[src/hw/cof_pkg.sv]
/*
  cof_pkg: register map, field positions, reset values, codes, timing counts and carrier
  structs of the console output formatter.
  Assumes a 200 MHz ref_clk. All offsets are byte addresses on a 32-bit APB.
*/
package cof_pkg;

  // register byte offsets
  localparam logic [7:0] ADDR_SEL_LIST  = 8'h00;
  localparam logic [7:0] ADDR_SEL_PRINT = 8'h04;
  localparam logic [7:0] ADDR_SEL_CON   = 8'h08;
  localparam logic [7:0] ADDR_SEL_MULTI = 8'h0C;
  localparam logic [7:0] ADDR_DATA      = 8'h10;
  localparam logic [7:0] ADDR_CTRL      = 8'h14;
  localparam logic [7:0] ADDR_STATUS    = 8'h18;
  localparam logic [7:0] ADDR_COUNT     = 8'h1C;

  // selection word fields (per purpose and multi-select)
  localparam int SEL_LEN_LSB    = 0;
  localparam int SEL_TYPE_LSB   = 8;
  localparam int SEL_ADDR_LSB   = 16;
  localparam int MULTI_MASK_LSB = 24;

  // data word fields
  localparam int DATA_CHAR_LSB = 0;
  localparam int DATA_SRC_LSB  = 8;
  localparam int DATA_KIND_LSB = 12;
  localparam int DATA_ELEN_LSB = 16;

  // control word bits
  localparam int CTRL_STMT_EXEC = 0;
  localparam int CTRL_STMT_DONE = 1;
  localparam int CTRL_PROG_DONE = 2;
  localparam int CTRL_STEP_MODE = 3;
  localparam int CTRL_CLEAR     = 4;

  // output purposes
  localparam int         NUM_PURPOSE = 3;
  localparam logic [1:0] PUR_LIST    = 2'h0;
  localparam logic [1:0] PUR_PRINT   = 2'h1;
  localparam logic [1:0] PUR_CON     = 2'h2;

  // values after reset
  localparam logic [7:0] LINE_LEN_RST = 8'h40;
  localparam logic [3:0] DEV_TYPE_RST = 4'h0;
  localparam logic [7:0] DEV_ADDR_RST = 8'h05;

  // character and device codes
  localparam logic [7:0] PRINTABLE_MIN = 8'h10;
  localparam logic [7:0] CHAR_CR       = 8'h0D;
  localparam logic [7:0] CHAR_LF       = 8'h0A;
  localparam logic [7:0] ZONE_WIDTH    = 8'h10;
  localparam logic [7:0] ZONE_MASK     = 8'h0F;
  localparam logic [3:0] LAST_LINE     = 4'hF;
  localparam logic [3:0] TYPE_DOUBLE   = 4'h0;
  localparam logic [3:0] TYPE_NO_AUTO  = 4'h4;

  // peripheral strobe timing
  localparam int CLK_MHZ    = 200;
  localparam int STROBE_NS  = 20;
  localparam int GUARD_NS   = 10;
  localparam int STROBE_CYC = (STROBE_NS * CLK_MHZ + 999) / 1000;
  localparam int GUARD_CYC  = (GUARD_NS * CLK_MHZ + 999) / 1000;

  typedef enum logic [2:0] {
    SRC_PROG_PRINT = 3'b000,
    SRC_IMM_PRINT  = 3'b001,
    SRC_MESSAGE    = 3'b010,
    SRC_LIST       = 3'b011,
    SRC_CON_ECHO   = 3'b100
  } cof_src_e;

  typedef enum logic [1:0] {
    KIND_CHAR     = 2'b00,
    KIND_LINE_END = 2'b01,
    KIND_ELEMENT  = 2'b10
  } cof_kind_e;

  typedef enum logic [1:0] {
    TX_IDLE   = 2'b00,
    TX_STROBE = 2'b01,
    TX_WAIT   = 2'b10
  } cof_tx_e;

  typedef struct packed {
    logic [7:0] devAddr;
    logic [3:0] devType;
    logic [7:0] lineLen;
  } cof_sel_s;

  typedef struct packed {
    logic [7:0] data;
    logic [7:0] addr;
  } cof_txreq_s;

endpackage : cof_pkg

[src/hw/cof_formatter.sv]
/*
  cof_formatter: APB-programmed character output formatter. Per purpose device selection
  and line length, line counters with automatic return, zoned elements, display roll and
  queued end-of-statement return, feeding one peripheral output port.
  Assumes an APB master on ref_clk and a peripheral with a strobe and busy handshake.
*/
`timescale 1ns/1ps
// Function
// - codes 00 to 0F go out but move neither cursor nor line counter.
// - each printable character advances the cursor and line counter by one.
// - error, stop and end messages always go to the console output purpose.
// - immediate mode print output goes to the console output purpose.
// - statements queue a return; emitted at program end or step completion.
// - an element not fitting the rest of its zone starts whole on the next line, unless already at line start.
// - passing sixteen display lines rolls the display up one line.
// - every roll produces its own carriage return plus line feed.
// - each purpose holds one device; the later selection wins.
// - one selection may set several purposes, all to the same device and length.
// - a printable character arriving with the counter at line length forces a return first, clears counter, continues.
// - reset sets every line length to 64; lengths up to 255.
// - type 4 drops the automatic return but keeps end-of-line returns.
// - type 0 adds a line feed after every generated return.
module cof_formatter
  import cof_pkg::*;
#(
  parameter int STROBE_LEN = STROBE_CYC,
  parameter int GUARD_LEN  = GUARD_CYC
) (
  input  wire logic              ref_clk,
  input  wire logic              rst,
  input  wire logic              psel,
  input  wire logic              penable,
  input  wire logic              pwrite,
  input  wire logic [7:0]        paddr,
  input  wire logic [31:0]       pwdata,
  output logic [31:0]            prdata,
  output logic                   pready,
  output logic                   pslverr,
  input  wire logic              devBusy,
  output cof_pkg::cof_txreq_s    devOut,
  output logic                   devStrobe,
  output logic                   rollPulse
);

  typedef struct packed {
    cof_sel_s [NUM_PURPOSE-1:0]   sel;
    logic [NUM_PURPOSE-1:0][7:0]  cnt;
    logic [3:0]                   lineNo;
    logic                         pendCr;
    logic                         pendLf;
    logic                         pendChar;
    logic [7:0]                   curChar;
    logic [1:0]                   curP;
    logic                         crlfQueued;
    logic                         stepMode;
    logic                         txValid;
    cof_txreq_s                   txReq;
    logic                         pready;
    logic                         pslverr;
    logic [31:0]                  prdata;
    logic                         rollPulse;
  } cof_main_s;

  cof_main_s s;
  cof_main_s next_s;

  logic        txReady;
  logic        apbReq;
  logic        engBusy;
  logic        hit;
  logic [31:0] rdWord;
  logic [7:0]  dChar;
  cof_src_e    dSrc;
  logic [1:0]  dKind;
  logic [7:0]  dElen;
  logic [1:0]  dPur;
  logic [7:0]  zoneRem;

  // source of a character decides which purpose's device receives it
  function automatic logic [1:0] purpose_of(input cof_src_e src);
    case (src)
      SRC_PROG_PRINT: purpose_of = PUR_PRINT;
      SRC_IMM_PRINT:  purpose_of = PUR_CON;
      SRC_MESSAGE:    purpose_of = PUR_CON;
      SRC_LIST:       purpose_of = PUR_LIST;
      default:        purpose_of = PUR_CON;
    endcase
  endfunction : purpose_of

  // unpack a selection word; the struct is narrower than the word, so fields go one by one
  function automatic cof_sel_s sel_field(input logic [31:0] w);
    cof_sel_s v;
    v.devAddr = w[SEL_ADDR_LSB +: 8];
    v.devType = w[SEL_TYPE_LSB +: 4];
    v.lineLen = w[SEL_LEN_LSB +: 8];
    return v;
  endfunction : sel_field

  // pack one purpose's selection back into its register layout, spare bits read zero
  function automatic logic [31:0] sel_word(input cof_sel_s v);
    logic [31:0] w;
    w                    = 32'h0000_0000;
    w[SEL_ADDR_LSB +: 8] = v.devAddr;
    w[SEL_TYPE_LSB +: 4] = v.devType;
    w[SEL_LEN_LSB +: 8]  = v.lineLen;
    return w;
  endfunction : sel_word

  // schedule a generated return on purpose p, clearing its counter
  function automatic cof_main_s take_newline(input cof_main_s st, input logic [1:0] p,
                                             input logic forceLf);
    cof_main_s r;
    r        = st;
    r.curP   = p;
    r.pendCr = 1'b1;
    r.pendLf = forceLf || (st.sel[p].devType == TYPE_DOUBLE);
    r.cnt[p] = 8'h00;
    if (p == PUR_CON) begin
      if (st.lineNo == LAST_LINE) begin
        r.rollPulse = 1'b1;
        r.pendLf    = 1'b1;
      end else begin
        r.lineNo = st.lineNo + 4'h1;
      end
    end
    return r;
  endfunction : take_newline

  // field extraction of the data word
  always_comb begin
    dChar   = pwdata[DATA_CHAR_LSB +: 8];
    dSrc    = cof_src_e'(pwdata[DATA_SRC_LSB +: 3]);
    dKind   = pwdata[DATA_KIND_LSB +: 2];
    dElen   = pwdata[DATA_ELEN_LSB +: 8];
    dPur    = purpose_of(dSrc);
    zoneRem = ZONE_WIDTH - (s.cnt[dPur] & ZONE_MASK);
    apbReq  = psel && penable && !s.pready;
    engBusy = s.pendCr || s.pendLf || s.pendChar || s.txValid;
  end

  // read mux; unmapped offsets read zero with an error
  always_comb begin
    hit    = 1'b1;
    rdWord = 32'h0000_0000;
    case (paddr)
      ADDR_SEL_LIST:  rdWord = sel_word(s.sel[PUR_LIST]);
      ADDR_SEL_PRINT: rdWord = sel_word(s.sel[PUR_PRINT]);
      ADDR_SEL_CON:   rdWord = sel_word(s.sel[PUR_CON]);
      ADDR_SEL_MULTI: rdWord = 32'h0000_0000;
      ADDR_DATA:      rdWord = {24'h00_0000, s.curChar};
      ADDR_CTRL:      rdWord = {28'h000_0000, s.stepMode, 3'h0};
      ADDR_STATUS:    rdWord = {24'h00_0000, s.lineNo, s.crlfQueued, s.curP, engBusy};
      ADDR_COUNT:     rdWord = {8'h00, s.cnt[PUR_CON], s.cnt[PUR_PRINT], s.cnt[PUR_LIST]};
      default:        hit    = 1'b0;
    endcase
  end

  // bus slave, command handling and character issue
  always_comb begin
    next_s           = s;
    next_s.pready    = 1'b0;
    next_s.pslverr   = 1'b0;
    next_s.txValid   = 1'b0;
    next_s.rollPulse = 1'b0;

    // issue one pending byte; return, then feed, then the character
    if (txReady && !s.txValid) begin
      if (s.pendCr) begin
        next_s.pendCr  = 1'b0;
        next_s.txValid = 1'b1;
        next_s.txReq   = '{data: CHAR_CR, addr: s.sel[s.curP].devAddr};
      end else if (s.pendLf) begin
        next_s.pendLf  = 1'b0;
        next_s.txValid = 1'b1;
        next_s.txReq   = '{data: CHAR_LF, addr: s.sel[s.curP].devAddr};
      end else if (s.pendChar) begin
        next_s.pendChar = 1'b0;
        next_s.txValid  = 1'b1;
        next_s.txReq    = '{data: s.curChar, addr: s.sel[s.curP].devAddr};
        // control codes are sent but leave the counter alone
        if (s.curChar >= PRINTABLE_MIN) begin
          next_s.cnt[s.curP] = s.cnt[s.curP] + 8'h01;
        end
      end
    end

    if (apbReq) begin
      if (!pwrite) begin
        next_s.pready  = 1'b1;
        next_s.prdata  = rdWord;
        next_s.pslverr = !hit;
      end else begin
        case (paddr)
          ADDR_SEL_LIST, ADDR_SEL_PRINT, ADDR_SEL_CON: begin
            // a later write simply overwrites the one device of that purpose
            next_s.pready = 1'b1;
            next_s.sel[paddr[3:2]] = sel_field(pwdata);
          end
          ADDR_SEL_MULTI: begin
            next_s.pready = 1'b1;
            for (int i = 0; i < NUM_PURPOSE; i++) begin
              if (pwdata[MULTI_MASK_LSB + i]) begin
                next_s.sel[i] = sel_field(pwdata);
              end
            end
          end
          ADDR_DATA: begin
            // held in the access phase while earlier output drains
            if (!engBusy) begin
              next_s.pready  = 1'b1;
              next_s.curP    = dPur;
              next_s.curChar = dChar;
              case (dKind)
                KIND_LINE_END: begin
                  // end-of-line return goes out whatever the device type
                  next_s = take_newline(next_s, dPur, 1'b0);
                end
                KIND_ELEMENT: begin
                  if (s.cnt[dPur] != 8'h00 && dElen > zoneRem) begin
                    next_s = take_newline(next_s, dPur, 1'b0);
                  end
                end
                KIND_CHAR: begin
                  if (dChar >= PRINTABLE_MIN && s.sel[dPur].lineLen != 8'h00 &&
                      s.cnt[dPur] == s.sel[dPur].lineLen) begin
                    if (s.sel[dPur].devType == TYPE_NO_AUTO) begin
                      next_s.cnt[dPur] = 8'h00;
                    end else begin
                      next_s = take_newline(next_s, dPur, 1'b0);
                    end
                  end
                  next_s.pendChar = 1'b1;
                end
                default: begin
                  next_s.pendChar = 1'b0;
                end
              endcase
            end
          end
          ADDR_CTRL: begin
            if (!engBusy) begin
              next_s.pready   = 1'b1;
              next_s.stepMode = pwdata[CTRL_STEP_MODE];
              if (pwdata[CTRL_CLEAR]) begin
                next_s.cnt        = '0;
                next_s.lineNo     = 4'h0;
                next_s.crlfQueued = 1'b0;
              end
              // a statement executed in the same write still queues its return
              if (pwdata[CTRL_STMT_EXEC]) begin
                next_s.crlfQueued = 1'b1;
              end
              if ((s.crlfQueued || pwdata[CTRL_STMT_EXEC]) &&
                  (pwdata[CTRL_PROG_DONE] ||
                   (pwdata[CTRL_STMT_DONE] && pwdata[CTRL_STEP_MODE]))) begin
                next_s            = take_newline(next_s, PUR_CON, 1'b1);
                next_s.crlfQueued = 1'b0;
              end
            end
          end
          ADDR_STATUS, ADDR_COUNT: begin
            next_s.pready = 1'b1;
          end
          default: begin
            next_s.pready  = 1'b1;
            next_s.pslverr = 1'b1;
          end
        endcase
      end
    end
  end

  // every purpose starts at the default device and line length
  always_ff @(posedge ref_clk or posedge rst) begin
    if (rst) begin
      s <= '0;
      for (int i = 0; i < NUM_PURPOSE; i++) begin
        s.sel[i] <= '{devAddr: DEV_ADDR_RST, devType: DEV_TYPE_RST, lineLen: LINE_LEN_RST};
      end
    end else begin
      s <= next_s;
    end
  end

  cof_out_port #(
    .STROBE_LEN (STROBE_LEN),
    .GUARD_LEN  (GUARD_LEN)
  ) u_out (
    .ref_clk   (ref_clk),
    .rst       (rst),
    .reqValid  (s.txValid),
    .reqData   (s.txReq),
    .reqReady  (txReady),
    .devBusy   (devBusy),
    .devOut    (devOut),
    .devStrobe (devStrobe)
  );

  assign prdata    = s.prdata;
  assign pready    = s.pready;
  assign pslverr   = s.pslverr;
  assign rollPulse = s.rollPulse;

endmodule : cof_formatter

[src/hw/cof_out_port.sv]
/*
  cof_out_port: drives one character at a time to the peripheral with a strobe and waits
  for the peripheral busy pin to fall.
  Assumes devBusy is asynchronous to ref_clk and rises within the guard time after strobe.
*/
`timescale 1ns/1ps
module cof_out_port
  import cof_pkg::*;
#(
  parameter int STROBE_LEN = STROBE_CYC,
  parameter int GUARD_LEN  = GUARD_CYC
) (
  input  wire logic              ref_clk,
  input  wire logic              rst,
  input  wire logic              reqValid,
  input  cof_pkg::cof_txreq_s    reqData,
  output logic                   reqReady,
  input  wire logic              devBusy,
  output cof_pkg::cof_txreq_s    devOut,
  output logic                   devStrobe
);

  typedef struct packed {
    cof_tx_e    st;
    logic       busyMeta;
    logic       busySync;
    logic [7:0] timer;
    cof_txreq_s hold;
    logic       strobe;
  } cof_tx_s;

  cof_tx_s s;
  cof_tx_s next_s;

  // strobe, then guard, then wait for busy to clear
  always_comb begin
    next_s          = s;
    next_s.busyMeta = devBusy;
    next_s.busySync = s.busyMeta;
    case (s.st)
      TX_IDLE: begin
        if (reqValid) begin
          next_s.hold   = reqData;
          next_s.strobe = 1'b1;
          next_s.timer  = 8'(STROBE_LEN - 1);
          next_s.st     = TX_STROBE;
        end
      end
      TX_STROBE: begin
        if (s.timer == 8'h00) begin
          next_s.strobe = 1'b0;
          next_s.timer  = 8'(GUARD_LEN - 1);
          next_s.st     = TX_WAIT;
        end else begin
          next_s.timer = s.timer - 8'h01;
        end
      end
      TX_WAIT: begin
        // guard covers the pin's synchroniser latency before trusting busy low
        if (s.timer != 8'h00) begin
          next_s.timer = s.timer - 8'h01;
        end else if (!s.busySync) begin
          next_s.st = TX_IDLE;
        end
      end
      default: begin
        next_s.st     = TX_IDLE;
        next_s.strobe = 1'b0;
      end
    endcase
  end

  always_ff @(posedge ref_clk or posedge rst) begin
    if (rst) begin
      s <= '0;
    end else begin
      s <= next_s;
    end
  end

  assign reqReady  = (s.st == TX_IDLE);
  assign devOut    = s.hold;
  assign devStrobe = s.strobe;

endmodule : cof_out_port

[config.mk]
export PLATFORM = sky130hd
export DESIGN_NAME = cof_formatter
export DESIGN_NICKNAME = d
export VERILOG_FILES = /design/src/hw/cof_pkg.sv /design/src/hw/cof_formatter.sv /design/src/hw/cof_out_port.sv
export SDC_FILE = /design/constraint.sdc
export NUM_CORES = 1
export LEC_CHECK = 0
export BUFFER_PORTS_ARGS = -buffer_cell sky130_fd_sc_hd__buf_2
export CELL_PAD_IN_SITES_DETAIL_PLACEMENT = 0
export CELL_PAD_IN_SITES_GLOBAL_PLACEMENT = 1
export CORE_MARGIN = 4
export CORE_UTILIZATION = 30
export CTS_CLUSTER_DIAMETER = 80
export DETAILED_ROUTE_END_ITERATION = 10
export PLACE_DENSITY = 0.53
export REMOVE_ABC_BUFFERS = 1
export SYNTH_ARGS = -nofsm -noshare
export SYNTH_HDL_FRONTEND = slang
export SYNTH_SLANG_ARGS = --single-unit
[constraint.sdc]
create_clock -name ref_clk -period 6.9 [get_ports ref_clk]
set_input_delay 0.69 -clock ref_clk [delete_from_list [all_inputs] [get_ports ref_clk]]
set_output_delay 0.69 -clock ref_clk [all_outputs]
set_load 0.01 [all_outputs]
### After elaboration in Yosys (flattened, before gate mapping)

Index checks and enable logic that the tools add are counted.

| cells by class | value |
|---|---|
| magnitude comparators | 9 |
| bitwise logic cells | 7 |
| muxes and demuxes | 78 |
| reduce and logical (&&, ||, !) cells | 48 |
| add/sub/neg operators | 5 |
| equal/unequal tests | 32 |

Operator list:

| cell | count |
|---|---|
| two-way mux 95 bit | 5 |
| case mux 60 bit (4 select lines) | 1 |
| case mux 64 bit (3 select lines) | 1 |
| case mux 24 bit (7 select lines) | 1 |
| two-way mux 155 bit | 1 |
| two-way mux 28 bit | 5 |
| two-way mux 24 bit | 5 |
| case mux 60 bit (2 select lines) | 1 |
| two-way mux 20 bit | 5 |
| case mux 30 bit (3 select lines) | 1 |
| binary-select mux 20 bit (select 2 bit) | 2 |
| two-way mux 71 bit | 1 |
| two-way mux 17 bit | 4 |
| case mux 33 bit (2 select lines) | 1 |
| bitwise mux 60 bit | 1 |
| two-way mux 60 bit | 1 |
| two-way mux 8 bit | 6 |
| demux 20 bit (select 2 bit) | 1 |
| two-way mux 34 bit | 1 |
| binary-select mux 8 bit (select 2 bit) | 2 |
| demux 8 bit (select 2 bit) | 2 |
| equality test 8 x 5 -> 1 bit, second input constant | 4 |
| AND reduction 6 bit | 5 |
| two-way mux 25 bit | 1 |
| other kinds (52) | 121 |

| word-level totals | value |
|---|---|
| input bits | 46 |
| flip-flop bits (word level) | 184 |
| output and inout bits | 52 |
| logic and storage cells | 213 |

### Logic depth before layout (Yosys ltp)

| logic depth | value |
|---|---|
| depth in word-level cells | 22 |
| gate-level depth with buffers | 19 |
| depth with buffers taken out | 17 |

### Hierarchy

A second synthesis with hierarchy kept.

| second synthesis, totals | value |
|---|---|
| cells, all modules | 995 |
| area total of the unflattened synthesis | 9,904.5 µm² |

By module, submodules not included:

| module | times used | sequential area each (µm²) | area an instance (µm²) | cells an instance |
|---|---|---|---|---|
| cof_formatter | 1 | 3,689.8 | 8,386.8 | 859 |
| cof_out_port | 1 | 725.7 | 1,517.7 | 136 |

### Worst setup path before layout

No wires, ideal clock.

| path | value |
|---|---|
| path kind | input port to flip-flop |
| from | input port pwdata[9] |
| to | register s[87] (netlist name) |
| cell stages on the path | 18 |
| path slack | 3,208 ps |
| data required time | 6,766 ps |
| buffers on the path | 1 |
| setup time | 134 ps |
| arrival | 3,558 ps |
| cells stage by stage | buf_6 -> nand2_1 -> o32a_1 -> nand3_1 -> ha_1 -> inv_1 -> a31oi_1 -> nand2_1 -> ha_1 -> and2_1 -> nand4_1 -> o21ai_0 -> o21ai_0 -> a21boi_0 -> nor3_1 -> nand3_1 -> a221oi_4 -> nor2_1 |

RTL lines:

| what | line | RTL |
|---|---|---|
| from (decl) | cof_formatter.sv:35 | `input wire logic [31:0] pwdata,` |
| to (signal assigned) | cof_formatter.sv:281 | `s <= next_s;` |
| to (decl) | cof_formatter.sv:64 | `cof_main_s s;` |

==> summary.md <==
| Metric | Value |
|---|---|
| Total track usage | 0.172 |
| Drc violations | 0 |
| Clk_lat worst skew | 0.45 ns |
| CP Class | input port to register |
| Pwr Density | 235 mW/mm^2 |
| Worst clock skew on the final layout | 0.0197 ns |
| Largest net degree at the start of global routing | 103 |
| Core outline area | 0.0325 mm^2 |
| Total of cells resized after clock tree synthesis | 0 |
| Clock period minus worst slack | 5.01 ns |
| CTS clock-pin slew for the worst setup and hold paths | about 0.070 ns |
| Die Width | 190 um |
| Register area | approximately 0.0044 mm^2 |
| Hold violation total from the final report | 0 |
| Hold slack final | 0.351 ns |
| Async set or reset register ratio after synthesis | 1.00 |
| Mean area per synthesized cell | 9.94 um^2 |
| Fillers | between 3,000 and 4,000 |
| Sequential element share of the synthesized area | 0.446 |
| Average wire per cell in the routed design | 20.8 um |
| Slew Viols, Final | 0 |
| Area post-placement | between 0.01 and 0.015 mm^2 |
| Seq cells post-synth | around 180 |
| Estimated wirelength of the detail-placed design | 20.9 mm |
| DRT met1 WL | 15.1 mm |
| Tot Pwr | 2.60 mW |
| Top routing layer in use | met4 |
| Floorplan die area | around 0.036 mm^2 |
| Setup Fix Bufs, Post-CTS | 0 |
| Outcome | finished clean |
| P_leak | between 4 and 5 nW |
| Detail Route Antenna Nets | 0 |
| Maximum clock insertion buffer count | 2 |
| Maximum level of the CTS H-tree | 4 |
| CTS hold repair buffers | 0 |
| Slew @ Worst Pin | 0.996 ns |
| Nature of the critical path endpoint | register |
| CP Data Required Time | about 7.2 ns |
| RSZ-0062 raised after global routing | false |
| Diodes inserted | 0 |
| Sink count of the clock tree | 176 |
| Remaining global-route overflow | 0 |
| End-of-flow core utilization | 0.341 |
| VDD IR-drop max | 0.000171 V |
| Clock tree root buffer cell | clkbuf_16 |
| Post-Route WL | 30.7 mm |
| Max Cap Viol | 0 |
| Period utilisation layout | 0.725 |
| Number of enable flip-flop cells after synthesis | 0 |
| Startpoint class of the critical path | input port |
| Final Wtd Congestion | between 0.7 and 0.8 |
| Die height | 190 um |
| Number of buffers added by the clock tree synthesis step | 17 |
| Warning count from the yosys run | 0 |
| Routed wl met2 | 14.5 mm |
| Critical Path AT | 5.30 ns |
| Achievable clock frequency | 0.200 GHz |
| Via count normalized by instance count | about 5 |
| Cell row count | 66 |
| Final layout net count | 1,088 |
| Clock tree from TritonCTS | yes |
| Cell variety after synth | 69 |
| Count of pins on the block boundary | 98 |
| Met3 wire length | 817 um |
| Area occupied by multi-input gates | 0.00484 mm^2 |
| First-pass iteration count of the detailed router | 7 |
| Proportion of layout cells with a drive suffix above 1 | 0.235 |
| HP Class | register to register |
| Critical-path maximum fanout | 16 |
| Starting density of the core | 0.304 |
| Wire length of the first global-routing pass | 47.5 mm |
| Area added between synthesis and finish | 12.0% |
| Design area | 0.0111 mm^2 |
| Port Buf Inserts | 82 |
| Flip-flop cell with the highest count after synthesis | dfrtp_1 |
| DR iter-0 viols | 468 |
| Number of vias in the routed layout | 7,539 |
| Via count of the first global-routing pass | 7,598 |
| Mapped Cells | 996 |
| Antenna violations before repair | 2 |
| Final sum of negative setup slack | 0 ns |
| Headroom to the max-slew limit | 0.336 |
| Combined area of all synthesized cells | 0.00990 mm^2 |
| Setup-violating endpoint count in the final report | 0 |
==> per-stage QoR <==
step | setup WS, ns | instances
after floorplan | 1.45 | 903
after global placement | 1.60 | 1447
after detailed placement | 1.56 | 1447
after CTS | 2.02 | 1479
after global routing | 1.69 | 1479
final | 1.89 | 1479
==> final timing paths <==
| check | start | endpoint | slack, ns | cells after the start |
|---|---|---|---|---|
| worst max-delay path | pwdata[8] | s[78] | 1.89 | 18 |
| worst min-delay path | u_out.next_s[25] | u_out.s[25] | 0.35 | 0 |
| worst max register to register | s[71] | s[78] | 2.28 | 16 |
| worst min register to register | u_out.next_s[25] | u_out.s[25] | 0.35 | 0 |
| min in group asynchronous | rst | pready | 0.36 | 2 |
| max in group asynchronous | rst | s[108] | 5.00 | 3 |
==> cells in the final DEF, fill, tap and decap left out, drive strengths merged, types with 4 or more instances in the layout <==
cell,n
o211ai,6
and3,7
o22ai,10
xnor2,14
nand4,6
ha,18
or4,4
nand3,23
nor2b,13
a21o,7
mux2i,37
nand2b,17
a32oi,6
a221oi,20
dfrtp,167
or2,4
and2,4
a31oi,10
nor2,94
xor2,9
clkbuf,20
a22oi,16
buf,102
o21bai,6
dfstp,9
a21oi,44
o32a,15
o221ai,5
nand2,75
o21ai,61
nor3,20
or3,8
conb,8
mux2,81
a22o,16
inv,32
nor3b,5
==> registers in the layout (all words and copies together), names as in the netlist <==
name             flops
u_out.next_s         1
prdata              24
rollPulse            1
u_out.devOut        16
pready               1
pslverr              1
u_out.devStrobe      1
s                  120
u_out.s             11
==> power by group <==
part           switching (mW)  leakage [nW]  internal [mW]  total, mW
clock                   0.447         0.293          0.592       1.04
sequential             0.0591          2.24           1.11       1.17
combinational           0.237          2.41          0.156      0.393
==> layer usage <==
| layer | GRT usage | vias up |
|---|---|---|
| met2 | 0.277 | 99 |
| li1 | - | 3600 |
| met4 | 0.0376 | 0 |
| met5 | 0 | - |
| met3 | 0.0275 | 21 |
| met1 | 0.245 | 3819 |
==> final cells by class <==
| cell class | instances | area share |
|---|---|---|
| Multi-Input combinational cell | 698 | 0.436 |
| Tap cell | 442 | 0.0499 |
| Clock inverter | 12 | 0.0139 |
| Timing Repair Buffer | 102 | 0.0505 |
| Sequential cell | 176 | 0.398 |
| Clock buffer | 20 | 0.0412 |
| Inverter | 29 | 0.0105 |
==> critical path, stage by stage <==
cell	delay, ns
buf_2	0.30
nand2b_1	0.40
o32a_1	0.28
nand3_1	0.19
ha_1	0.22
inv_1	0.05
a31oi_1	0.24
nand2_1	0.10
ha_1	0.30
and2_1	0.15
nand4_1	0.08
o21ai_0	0.07
o21ai_0	0.53
a21boi_0	0.35
nor3_1	0.38
nand3_1	0.13
a21oi_1	0.72
nor2_1	0.11
==> Yosys cell counts, drive strengths merged, types with 3 or more instances <==
cell type,count,area [um^2]
nor3b,5,37.5
nor3,20,100
a32oi,6,52.6
nand2,75,282
a221oi,20,193
and2,4,25.0
and3,7,43.8
a21o,7,52.6
nand4,6,37.5
nor2b,13,81.3
a31oi,10,62.6
o22ai,10,62.6
buf,66,465
o32a,15,150
o21a,3,22.5
o21ai,61,305
o221ai,5,61.3
xor2,9,78.8
nor2,94,355
a22o,16,140
a21oi,44,235
or3,8,50.1
a22oi,16,120
inv,29,109
nand3,23,115
o21bai,6,48.8
mux2,81,916
o211ai,6,45.0
or4,4,37.5
mux2i,37,370
dfstp,9,236
xnor2,14,123
nand2b,17,106
ha,18,225
clkbuf,34,128
nor4,3,18.8
or2,4,25.0
dfrtp,167,4180
==> cells by family after synthesis <==
group,after synthesis,share of synthesized area
adders and majority gates,18,0.0227
AOI/OAI and AO/OA,241,0.171
buffers and inverters,129,0.0709
xor gates and xnor gates,23,0.0203
DFF,176,0.446
other,1,0.000379
and+or+nand+nor,290,0.139
muxes,118,0.130
(Power assumes the default switching activity.)
